[src/include/pot_cfg.svh]
// register indices, field positions, reset values and timing counts of the overflow timer
`ifndef POT_CFG_SVH
`define POT_CFG_SVH

// ----------------------------------------------------------------
// register indices (byte address is four times the index)
// ----------------------------------------------------------------
`define POT_IDX_CTL      8'h05
`define POT_IDX_LO       8'h0B
`define POT_IDX_HI       8'h0C
`define POT_IDX_STAT     8'h10
`define POT_IDX_MASK     8'h11

// ----------------------------------------------------------------
// control register fields
// ----------------------------------------------------------------
`define POT_CTL_IRQ_EDGE 7
`define POT_CTL_CNT_EDGE 6
`define POT_CTL_SRC      5
`define POT_CTL_PS_HI    4
`define POT_CTL_PS_LO    1
`define POT_CTL_RST      8'h00

// ----------------------------------------------------------------
// status and mask fields
// ----------------------------------------------------------------
`define POT_ST_OVF       0
`define POT_ST_EXT       1
`define POT_ST_W         2

// ----------------------------------------------------------------
// axi answers
// ----------------------------------------------------------------
`define POT_RESP_OKAY    2'h0
`define POT_RESP_SLVERR  2'h2

// ----------------------------------------------------------------
// timing: core clock and instruction clock (core divided by four)
// ----------------------------------------------------------------
`define POT_CLK_NS       5
`define POT_TCY_NS       20
`define POT_TCY_CYC      (`POT_TCY_NS / `POT_CLK_NS)

`endif

[src/include/pot_pkg.sv]
// types shared by the overflow timer design
package pot_pkg;

    // register selected by a bus address
    typedef enum {
        POT_SEL_CTL,
        POT_SEL_LO,
        POT_SEL_HI,
        POT_SEL_STAT,
        POT_SEL_MASK,
        POT_SEL_NONE
    } pot_sel_t;

    typedef logic [7:0] pot_byte_t;

endpackage : pot_pkg

[src/pot_prescaler.sv]
// programmable prescaler counter with ratio decode
`timescale 1ns/1ps

module pot_prescaler
    import pot_pkg::*;
#(
    parameter int W = 8
) (
    input  wire logic         clk,
    input  wire logic         rst,
    input  wire logic         clear,
    input  wire logic         src_tick,
    input  wire logic [3:0]   ps_sel,
    output logic      [W-1:0] cnt_q,
    output logic              tick
);

    // ----------------------------------------------------------------
    // ratio decode: 0..7 give 2^n, 1xxx gives 2^W
    // ----------------------------------------------------------------
    function automatic logic [W-1:0] ratio_mask(input logic [3:0] code);
        logic [W-1:0] one;
        one = {{(W-1){1'b0}}, 1'b1};
        if (code[3]) begin
            ratio_mask = {W{1'b1}};
        end else begin
            ratio_mask = (one << code[2:0]) - one;
        end
    endfunction : ratio_mask

    // counter cleared by writes to the main counter, else counts source ticks
    always_ff @(posedge clk or posedge rst) begin
        if (rst) begin
            cnt_q <= '0;
        end else if (clear) begin
            cnt_q <= '0;
        end else if (src_tick) begin
            cnt_q <= cnt_q + {{(W-1){1'b0}}, 1'b1};
        end
    end

    // one tick per full ratio of source ticks
    assign tick = src_tick && ((cnt_q & ratio_mask(ps_sel)) == ratio_mask(ps_sel));

endmodule : pot_prescaler

[src/pot_timer16.sv]
// 16-bit overflow timer with prescaler, axi4-lite registers and interrupt logic
`timescale 1ns/1ps
`include "pot_cfg.svh"

module pot_timer16
    import pot_pkg::*;
#(
    parameter int AW = 12,
    parameter int PW = 8
) (
    input  wire logic          clk,
    input  wire logic          rst,
    input  wire logic [AW-1:0] s_axi_awaddr,
    input  wire logic          s_axi_awvalid,
    output logic               s_axi_awready,
    input  wire logic [31:0]   s_axi_wdata,
    input  wire logic [3:0]    s_axi_wstrb,
    input  wire logic          s_axi_wvalid,
    output logic               s_axi_wready,
    output logic [1:0]         s_axi_bresp,
    output logic               s_axi_bvalid,
    input  wire logic          s_axi_bready,
    input  wire logic [AW-1:0] s_axi_araddr,
    input  wire logic          s_axi_arvalid,
    output logic               s_axi_arready,
    output logic [31:0]        s_axi_rdata,
    output logic [1:0]         s_axi_rresp,
    output logic               s_axi_rvalid,
    input  wire logic          s_axi_rready,
    input  wire logic          ext_count_pin,
    input  wire logic          ext_irq_pin,
    input  wire logic          vector_ack,
    output logic               irq,
    output logic               ovf_irq_req,
    output logic               ext_irq_req
);

    // ----------------------------------------------------------------
    // address decode
    // ----------------------------------------------------------------
    function automatic pot_sel_t pot_decode(input logic [AW-1:0] a);
        logic [7:0] idx;
        idx = a[9:2];
        if (a[1:0] != 2'h0)               pot_decode = POT_SEL_NONE;
        else if (idx == `POT_IDX_CTL)     pot_decode = POT_SEL_CTL;
        else if (idx == `POT_IDX_LO)      pot_decode = POT_SEL_LO;
        else if (idx == `POT_IDX_HI)      pot_decode = POT_SEL_HI;
        else if (idx == `POT_IDX_STAT)    pot_decode = POT_SEL_STAT;
        else if (idx == `POT_IDX_MASK)    pot_decode = POT_SEL_MASK;
        else                              pot_decode = POT_SEL_NONE;
    endfunction : pot_decode

    logic [AW-1:0]   awaddr_q;
    logic [31:0]     wdata_q;
    logic [3:0]      wstrb_q;
    logic            aw_have_q;
    logic            w_have_q;
    logic            awready_q;
    logic            wready_q;
    logic            bvalid_q;
    logic [1:0]      bresp_q;
    logic            arready_q;
    logic            rvalid_q;
    logic [1:0]      rresp_q;
    logic [31:0]     rdata_q;
    logic            do_write;
    logic            ar_take;
    pot_sel_t        wsel;
    pot_sel_t        rsel;
    logic            wr_ctl;
    logic            wr_lo;
    logic            wr_hi;
    logic            wr_mask;
    logic            rd_stat;
    logic [7:1]      ctl_q;
    pot_byte_t       cnt_lo_q;
    pot_byte_t       cnt_hi_q;
    logic [`POT_ST_W-1:0] status_q;
    logic [`POT_ST_W-1:0] mask_q;
    logic            hold_lo_q;
    logic            hold_hi_q;
    logic [7:0]      ph_q;
    logic            instr_en;
    logic            sample_en;
    logic [1:0]      cnt_sync_q;
    logic [1:0]      irq_sync_q;
    logic            sel_pin_q;
    logic            sel_pin_prev_q;
    logic            irq_pin_prev_q;
    logic            ps_level;
    logic            ps_samp_q;
    logic [PW-1:0]   ps_cnt;
    logic            ps_tick;
    logic            ps_src;
    logic            src_int;
    logic            inc;
    logic            lo_inc;
    logic            hi_inc;
    logic            ovf_evt;
    logic            ext_evt;
    logic            irq_q;
    logic            ovf_req_q;
    logic            ext_req_q;

    // ----------------------------------------------------------------
    // axi4-lite write channel
    // ----------------------------------------------------------------
    assign do_write = aw_have_q && w_have_q && !bvalid_q;
    assign wsel     = pot_decode(awaddr_q);
    assign wr_ctl   = do_write && wstrb_q[0] && (wsel == POT_SEL_CTL);
    assign wr_lo    = do_write && wstrb_q[0] && (wsel == POT_SEL_LO);
    assign wr_hi    = do_write && wstrb_q[0] && (wsel == POT_SEL_HI);
    assign wr_mask  = do_write && wstrb_q[0] && (wsel == POT_SEL_MASK);

    // address and data held separately, taken in either order
    always_ff @(posedge clk or posedge rst) begin
        if (rst) begin
            awaddr_q  <= '0;
            aw_have_q <= 1'b0;
            awready_q <= 1'b1;
        end else if (do_write) begin
            aw_have_q <= 1'b0;
            awready_q <= 1'b1;
        end else if (s_axi_awvalid && awready_q) begin
            awaddr_q  <= s_axi_awaddr;
            aw_have_q <= 1'b1;
            awready_q <= 1'b0;
        end
    end

    always_ff @(posedge clk or posedge rst) begin
        if (rst) begin
            wdata_q  <= '0;
            wstrb_q  <= '0;
            w_have_q <= 1'b0;
            wready_q <= 1'b1;
        end else if (do_write) begin
            w_have_q <= 1'b0;
            wready_q <= 1'b1;
        end else if (s_axi_wvalid && wready_q) begin
            wdata_q  <= s_axi_wdata;
            wstrb_q  <= s_axi_wstrb;
            w_have_q <= 1'b1;
            wready_q <= 1'b0;
        end
    end

    // write response, unmapped addresses answer slverr
    always_ff @(posedge clk or posedge rst) begin
        if (rst) begin
            bvalid_q <= 1'b0;
            bresp_q  <= `POT_RESP_OKAY;
        end else if (do_write) begin
            bvalid_q <= 1'b1;
            bresp_q  <= (wsel == POT_SEL_NONE) ? `POT_RESP_SLVERR : `POT_RESP_OKAY;
        end else if (s_axi_bready) begin
            bvalid_q <= 1'b0;
        end
    end

    // ----------------------------------------------------------------
    // axi4-lite read channel
    // ----------------------------------------------------------------
    assign ar_take = s_axi_arvalid && arready_q;
    assign rsel    = pot_decode(s_axi_araddr);
    assign rd_stat = ar_take && (rsel == POT_SEL_STAT);

    always_ff @(posedge clk or posedge rst) begin
        if (rst) begin
            arready_q <= 1'b1;
            rvalid_q  <= 1'b0;
            rresp_q   <= `POT_RESP_OKAY;
            rdata_q   <= '0;
        end else if (ar_take) begin
            arready_q <= 1'b0;
            rvalid_q  <= 1'b1;
            rresp_q   <= (rsel == POT_SEL_NONE) ? `POT_RESP_SLVERR : `POT_RESP_OKAY;
            case (rsel)
                POT_SEL_CTL:  rdata_q <= {24'h000000, ctl_q, 1'b0};
                POT_SEL_LO:   rdata_q <= {24'h000000, cnt_lo_q};
                POT_SEL_HI:   rdata_q <= {24'h000000, cnt_hi_q};
                POT_SEL_STAT: rdata_q <= {30'h00000000, status_q};
                POT_SEL_MASK: rdata_q <= {30'h00000000, mask_q};
                default:      rdata_q <= 32'h00000000;
            endcase
        end else if (rvalid_q && s_axi_rready) begin
            rvalid_q  <= 1'b0;
            arready_q <= 1'b1;
        end
    end

    // ----------------------------------------------------------------
    // control and mask registers
    // ----------------------------------------------------------------
    always_ff @(posedge clk or posedge rst) begin
        if (rst) begin
            ctl_q <= 7'(`POT_CTL_RST >> 1);
        end else if (wr_ctl) begin
            ctl_q <= wdata_q[7:1]; // bit 0 not stored
        end
    end

    always_ff @(posedge clk or posedge rst) begin
        if (rst) begin
            mask_q <= '0;
        end else if (wr_mask) begin
            mask_q <= wdata_q[`POT_ST_W-1:0];
        end
    end

    assign src_int = ctl_q[`POT_CTL_SRC];

    // ----------------------------------------------------------------
    // instruction clock divider and the two sample points per cycle
    // ----------------------------------------------------------------
    always_ff @(posedge clk or posedge rst) begin
        if (rst) begin
            ph_q <= 8'h00;
        end else if (instr_en) begin
            ph_q <= 8'h00;
        end else begin
            ph_q <= ph_q + 8'h01;
        end
    end

    assign instr_en  = (ph_q == 8'(`POT_TCY_CYC - 1));
    assign sample_en = (ph_q == 8'h00) || (ph_q == 8'(`POT_TCY_CYC / 2));

    // ----------------------------------------------------------------
    // pin synchronisers and edge selection
    // ----------------------------------------------------------------
    always_ff @(posedge clk or posedge rst) begin
        if (rst) begin
            cnt_sync_q     <= 2'h0;
            irq_sync_q     <= 2'h0;
            sel_pin_q      <= 1'b1; // idle low pin, falling select: no edge after reset
            sel_pin_prev_q <= 1'b1;
            irq_pin_prev_q <= 1'b0;
        end else begin
            cnt_sync_q     <= {cnt_sync_q[0], ext_count_pin};
            irq_sync_q     <= {irq_sync_q[0], ext_irq_pin};
            sel_pin_q      <= cnt_sync_q[1] ~^ ctl_q[`POT_CTL_CNT_EDGE];
            sel_pin_prev_q <= sel_pin_q;
            irq_pin_prev_q <= irq_sync_q[1];
        end
    end

    // chosen edge of the interrupt pin
    assign ext_evt = ctl_q[`POT_CTL_IRQ_EDGE] ? (irq_sync_q[1] && !irq_pin_prev_q)
                                              : (!irq_sync_q[1] && irq_pin_prev_q);

    // ----------------------------------------------------------------
    // prescaler and increment source
    // ----------------------------------------------------------------
    assign ps_src = src_int ? instr_en : (sel_pin_q && !sel_pin_prev_q);

    pot_prescaler #(
        .W        (PW)
    ) u_prescaler (
        .clk      (clk),
        .rst      (rst),
        .clear    (wr_lo || wr_hi),
        .src_tick (ps_src),
        .ps_sel   (ctl_q[`POT_CTL_PS_HI:`POT_CTL_PS_LO]),
        .cnt_q    (ps_cnt),
        .tick     (ps_tick)
    );

    // prescaler output level: pin itself at 1:1, else the ratio bit
    always_comb begin
        if (ctl_q[4:1] == 4'h0) begin
            ps_level = sel_pin_q;
        end else if (ctl_q[4]) begin
            ps_level = ps_cnt[PW-1];
        end else begin
            ps_level = ps_cnt[3'(ctl_q[3:1] - 3'h1)];
        end
    end

    // output sampled at both sample points, rising change increments
    always_ff @(posedge clk or posedge rst) begin
        if (rst) begin
            ps_samp_q <= 1'b1; // matches the idle 1:1 level, so no false count
        end else if (sample_en) begin
            ps_samp_q <= ps_level;
        end
    end

    assign inc = src_int ? ps_tick : (sample_en && ps_level && !ps_samp_q);

    // ----------------------------------------------------------------
    // main counter with write hold
    // ----------------------------------------------------------------
    assign lo_inc  = inc && !hold_lo_q;
    assign hi_inc  = lo_inc && (cnt_lo_q == 8'hFF) && !hold_hi_q;
    assign ovf_evt = hi_inc && (cnt_hi_q == 8'hFF) && !wr_lo && !wr_hi;

    // hold lasts until the next instruction boundary
    always_ff @(posedge clk or posedge rst) begin
        if (rst) begin
            hold_lo_q <= 1'b0;
            hold_hi_q <= 1'b0;
        end else begin
            hold_lo_q <= wr_lo || (hold_lo_q && !instr_en);
            hold_hi_q <= wr_hi || (hold_hi_q && !instr_en);
        end
    end

    always_ff @(posedge clk or posedge rst) begin
        if (rst) begin
            cnt_lo_q <= 8'h00;
        end else if (wr_lo) begin
            cnt_lo_q <= wdata_q[7:0];
        end else if (lo_inc) begin
            cnt_lo_q <= cnt_lo_q + 8'h01;
        end
    end

    always_ff @(posedge clk or posedge rst) begin
        if (rst) begin
            cnt_hi_q <= 8'h00;
        end else if (wr_hi) begin
            cnt_hi_q <= wdata_q[7:0];
        end else if (hi_inc) begin
            cnt_hi_q <= cnt_hi_q + 8'h01;
        end
    end

    // ----------------------------------------------------------------
    // sticky status, cleared by read (overflow flag also by vectoring); set wins
    // ----------------------------------------------------------------
    always_ff @(posedge clk or posedge rst) begin
        if (rst) begin
            status_q <= '0;
        end else begin
            status_q[`POT_ST_OVF] <= ovf_evt ||
                (status_q[`POT_ST_OVF] && !rd_stat && !vector_ack);
            status_q[`POT_ST_EXT] <= ext_evt || (status_q[`POT_ST_EXT] && !rd_stat);
        end
    end

    // requests gated by the enable bits
    always_ff @(posedge clk or posedge rst) begin
        if (rst) begin
            irq_q     <= 1'b0;
            ovf_req_q <= 1'b0;
            ext_req_q <= 1'b0;
        end else begin
            irq_q     <= |(status_q & mask_q);
            ovf_req_q <= status_q[`POT_ST_OVF] && mask_q[`POT_ST_OVF];
            ext_req_q <= status_q[`POT_ST_EXT] && mask_q[`POT_ST_EXT];
        end
    end

    assign s_axi_awready = awready_q;
    assign s_axi_wready  = wready_q;
    assign s_axi_bvalid  = bvalid_q;
    assign s_axi_bresp   = bresp_q;
    assign s_axi_arready = arready_q;
    assign s_axi_rvalid  = rvalid_q;
    assign s_axi_rresp   = rresp_q;
    assign s_axi_rdata   = rdata_q;
    assign irq           = irq_q;
    assign ovf_irq_req   = ovf_req_q;
    assign ext_irq_req   = ext_req_q;

    logic rd_ctl_q;
    always_ff @(posedge clk or posedge rst) begin
        if (rst) rd_ctl_q <= 1'b0;
        else if (ar_take) rd_ctl_q <= (rsel == POT_SEL_CTL);
    end
endmodule : pot_timer16

[config.mk]
export PLATFORM = sky130hd
export DESIGN_NAME = pot_timer16
export DESIGN_NICKNAME = d
export VERILOG_FILES = /design/src/include/pot_pkg.sv /design/src/pot_prescaler.sv /design/src/pot_timer16.sv
export VERILOG_INCLUDE_DIRS = /design/src /design/src/include
export SDC_FILE = /design/constraint.sdc
export NUM_CORES = 1
export LEC_CHECK = 0
export ABC_AREA = 1
export BUFFER_PORTS_ARGS = -buffer_cell sky130_fd_sc_hd__buf_2
export CAP_MARGIN = 20
export CORE_AREA = 2 2 102 104
export CTS_BUF_LIST = sky130_fd_sc_hd__clkbuf_16
export DETAILED_ROUTE_END_ITERATION = 12
export DIE_AREA = 0 0 104 106
export GPL_TIMING_DRIVEN = 0
export PLACE_DENSITY_LB_ADDON = 0.3
export SLEW_MARGIN = 20
export SYNTH_ARGS = -nofsm -noshare
export SYNTH_HDL_FRONTEND = slang
export SYNTH_SLANG_ARGS = --single-unit
[constraint.sdc]
create_clock -name clk -period 3.7 [get_ports clk]
set_input_delay 0.37 -clock clk [delete_from_list [all_inputs] [get_ports clk]]
set_output_delay 0.37 -clock clk [all_outputs]
set_load 0.05 [all_outputs]
Word level (Yosys, flattened, before mapping)
Index checks and enable logic that the tools add are counted.

Shift operators: 1. Order comparisons: 1. Bitwise logic cells: 4. Eq/ne operators: 25. Reduce and logical (&&, ||, !) cells: 65. Multiplexer cells: 44. $add $sub $neg: 6.

Operator list (count): $eq 32x2->1 const B (3); $eq 32x3->1 const B (3); $eq 32x4->1 const B (3); $logic_not 32->1 (2); $mux 8 (8); $pmux 8 s5 (1); $add 8x1->8 const B (4); $eq 32x1->1 const B (1); $eq 8x4->1 const B (4); $eq 8x5->1 const B (4); $logic_and 1x1->1 (31); $mux 3 (10); $mux 1 (22); $reduce_bool 2->1 (9); $eq 8x2->1 const B (2); $eq 8x3->1 const B (2); $eq 8x8->1 const B (2); $logic_not 1->1 (12); $and 8x8->8 (1); $eq 8x8->1 (1); $logic_not 8->1 (1); $shl 1x3->8 const A (1); $sub 8x1->8 const B (1); $logic_or 1x1->1 (6); 10 further kinds (12).

Input bits: 70. Word-level logic and storage cells: 177. Output and inout port bits: 44. Bits in registers: 118.

Longest topological paths before layout
Word-level depth: 15. Gate-level depth with buffers: 17. Gate-level depth less buffers: 17.

Modules after synthesis
Synthesis repeated with hierarchy kept, for this count alone.

Cells, all modules: 649. Area, all modules: 5293.8 sq um.

By module, submodules not included: pot_timer16 (cells an instance 573, times used 1, sequential area each 2109.5 sq um, area each 4783.3 sq um); pot_prescaler (cells an instance 76, times used 1, sequential area each 200.2 sq um, area each 510.5 sq um).

Least setup slack after synthesis
No wires, ideal clock.

Path type: reg2reg. From: reg ctl_q[1] (netlist bit). To: reg cnt_hi_q[0]. Data required time: 3587 ps. Data arrival time: 2214 ps. Period minus slack after synthesis: 2327 ps. Stages on the path, launching flop included: 18. Path buffers: 0. Setup time: 113 ps. Slack: 1373 ps. Cell sequence: dfrtp_1 -> inv_1 -> ha_1 -> nand2_4 -> ha_1 -> nand2_1 -> nand2_1 -> o21ai_0 -> nor2_2 -> inv_1 -> nor2_1 -> nand2_1 -> o21ai_4 -> nand3_4 -> nand2_2 -> nand2_1 -> nand2_1 -> inv_1.

Cells in the longest elaborated chain, start to end: 12. Elaborated cells between the ends (all ways): 19. Those cells by class: 2 x add/sub; 1 x eq/ne; 1 x shift; 6 x mux; 1 x bitwise; 8 x reduce/logical.

RTL lines: start: declaration (RTL line pot_timer16.sv:75) `logic [7:1] ctl_q;`; start signal: assignment (RTL line pot_timer16.sv:197) `` ctl_q <= 7'(`POT_CTL_RST >> 1); ``; start signal: assignment (RTL line pot_timer16.sv:199) `ctl_q <= wdata_q[7:1];`; parallel branches: the longest is 7 deep, another holds $sub 8x1->8; $mux 1 * (RTL line pot_timer16.sv:289) `assign inc = src_int ? ps_tick : (sample_en && ps_level && !ps_samp_q);`; $logic_and 1x1->1 * (RTL line pot_timer16.sv:294) `assign lo_inc = inc && !hold_lo_q;`; $logic_and 1x1->1 * (2 in series) (RTL line pot_timer16.sv:295) `assign hi_inc = lo_inc && (cnt_lo_q == 8'hFF) && !hold_hi_q;`; $reduce_bool 2->1 (no line) *; end signal: assignment (RTL line pot_timer16.sv:323) `cnt_hi_q <= wdata_q[7:0];`; end signal: assignment (RTL line pot_timer16.sv:325) `cnt_hi_q <= cnt_hi_q + 8'h01;`; end: declaration (RTL line pot_timer16.sv:77) `pot_byte_t cnt_hi_q;`.

Mark *: on every way between the ends. The select of a mux whose other input is x is not followed. A chain may end at the register's enable or synchronous reset.

Worst setup path in the final report
Ends and elaborated chain as after synthesis.

==> metrics <==
die height=106 µm; R2R setup slack=980 ps; status=finished clean; initial antenna violation count=0; Cell Chain, Critical Path=inv_1 > ha_1 > nand2_4 > ha_1 > inv_1 > nand3_1 > nand2_1 > o21bai_1 > nand2_1 > nor2_1 > nand2_1 > o21ai_4 > nand3_4 > nand2_2 > nand2_1 > nand2_1 > inv_1; Critical Path Sink Type=flop; number of top-level pins=114; syn avg cell area=8.118 µm²; total clock sinks=92; vias in the first global route=4,359; largest net degree at the start of global routing=50; htree depth=3; FF-to-FF Start=ctl_q[1]; Final min period=2721 ps; PortBufs=56; Distinct cells, synth=42; cell mode on critical path=nand2_1; area delta synth->final=15.83%; CP Launch Type=flop; Crit. Startpoint=ctl_q[1]; pins over their slew limit=0; Post-Syn Area=5374 µm²; #FFs+latches synth=92; placed cell areas=5948 µm²; DRT iter0 DRCs=244; DRT antenna net count=0; Logic pwr share=26.4%; synthesized netlist cell count=662; crit-path max cell delay=510 ps; Clock Tree Root=clkbuf_16; worst-path fanout max=9; CTS Buffer Depth=2; most common cell in the netlist=nand2_1; skew final=8.588 ps; Achievable Freq=0.3675 GHz; Initial Utilization=53.74%; RR Endpoint=cnt_hi_q[0]; Final Worst Setup Slack=979.0 ps; Sw Pwr=1.097 mW; Post-synth EDFFs=0; post-synth top area share=40.05%; Reg power frac=45.4%; Post-Place Worst Slack=981.4 ps; setup TNS=0 ps; First-pass DRT Iterations=5; Tightest Hold Check Type=in2async; DRC viols=0; headroom to the max-slew limit=61.59%; CTS tree=built; final hold slack=86.41 ps; DP HPWL=8828 µm; Yosys top cell by area=dfrtp_1; Internal=2.008 mW; YS warnings=0; TritonCTS Buffers=9; part of the power in the clock network=28.2%; LEAKAGE=3.246 nW; Post-Layout Inst Area=6225 µm²; clk_lat worst skew=350 ps; total power=3.105 mW; class of the most critical setup path=reg2reg; Post-CTS Setup Repair Bufs=0; hold buffer count at cts=0; GRT overflow=0; dpl cells=880; Hold Violations, Final=0; ant diodes=0; Worst Setup EP=cnt_hi_q[0]; DRT Wirelength=11,600 µm; wire per inst=12.96 µm; Horiz. Die Dim=104 µm; via count=4,524; gr usage total=22.36%; full die area=11,020 µm²; PwrDens=498.8 nW/µm²; Final Cycle Share=73.54%; cts repair resizes=0; CP max-delay cell=dfrtp_1; first-pass GRT wire length=20,060 µm; max cap viols=0; Routability Congestion=0.9440; CP Data Required Time=3950 ps; nets=837; Worst Reg-to-Reg Cells=17; Reg clk slew, reported paths=60 ps; routed vias/inst=5.055; Worst EP arrival=2970 ps; VDD IR max=0.4801 mV; Final Setup Violations=0; core area=10000 µm²; Net Sw Frac=35.34%; final core area utilization=62.25%; RSZ-0062 raised after global routing=no; synth top area cells=dfrtp_1 40%, nand2_1 11%, nand3_1 7.4%, inv_1 4.5%, nor2_1 3.8%; Top FF cell, synth=dfrtp_1; Row Count=37; fraction of layout cells with a size suffix above 1=21.48%; Async SR Flop Fraction=100.0%; worst slew pin tran=576.1 ps; top post-synthesis cells by count=153 x nand2_1, 86 x dfrtp_1, 79 x nand3_1; register area share after synthesis=42.98%; final cell count without fillers=895
[flip-flops by register name, summed over array words and instances (netlist names), 2 cells and up]
signal / count
awaddr_q: 10
cnt_hi_q: 8
cnt_lo_q: 8
ph_q: 8
s_axi_rdata: 8
u_prescaler.cnt_q: 8
wdata_q: 8
ctl_q: 7
cnt_sync_q: 2
irq_sync_q: 2
mask_q: 2
status_q: 2
[metal layers]
layer  vias to the layer above  wire (µm)  GRT usage [%]
met5                         -          0              0
met4                         0        226          10.04
met3                        19        528          3.863
met2                       119       5589          36.80
met1                      2088       5258          29.12
li1                       2298          -              -
[power by group through the flow]
stage          combinational [mW]  clock, mW  sequential (mW)
2_1_floorplan               0.528          0             1.50
3_3_place_gp                0.794          0             1.41
3_5_place_dp                0.824          0             1.42
4_1_cts                     0.828      0.892             1.40
5_1_grt                     0.907      0.925             1.44
6_report                    0.819      0.876             1.41
[critical path: cells and delay by family, from the launching register on]
kind                       cells  cell delay (ps)
AOI/OAI and AO/OA              2              370
adders and majority gates      2              540
buffers and inverters          3              330
DFF                            1              510
and+or+nand+nor               10              890
[final cells by class]
class                   instances  area [µm²]
plain buffers                  31       229.0
clock buffers                   9       225.2
clock inverters                 6       51.30
fillers                       904        3775
inverters                      76       300.3
multi-input cells             488        2631
flip-flops and latches         92        2310
well taps                     136       170.2
repair buffers                 57       307.8
[worst min path at each step]
stage                          to  slack, ps  cells after the start
floorplan           cnt_sync_q[1]        330                      0
global placement    irq_sync_q[1]        330                      0
detailed placement  irq_sync_q[1]        340                      0
CTS                       ph_q[4]        110                      2
global route        irq_sync_q[0]        130                      1
finish                    ph_q[5]         90                      2
[cells by family after synthesis]
kind of cell	after synthesis	share of synthesized area (%)
muxes	19	3.981
other	1	0.06978
and+or+nand+nor	352	31.25
AOI/OAI and AO/OA	61	6.193
adders and majority gates	12	2.794
DFF	92	42.98
xor gates and xnor gates	18	2.934
buffers and inverters	107	9.802
[cells in the final DEF, fill, tap and decap left out, drive strengths merged]
cell type | netlist | final
nor2 | 66 | 66
nor3 | 12 | 12
o21bai | 1 | 1
a21oi | 20 | 20
dfstp | 6 | 6
dfrtp | 86 | 86
buf | 28 | 85
xor2 | 11 | 11
clkinv | 2 | 4
o21ai | 35 | 35
nand4 | 19 | 19
o211ai | 3 | 3
bufinv | 0 | 1
nor3b | 2 | 2
ha | 12 | 12
a22o | 1 | 1
o31ai | 1 | 1
or2 | 2 | 2
nand3 | 84 | 84
xnor2 | 7 | 7
mux2 | 19 | 19
nand3b | 3 | 3
nand2 | 164 | 164
clkbuf | 3 | 12
inv | 74 | 77
conb | 1 | 26
Note: power is estimated with default switching activity, not from simulation.
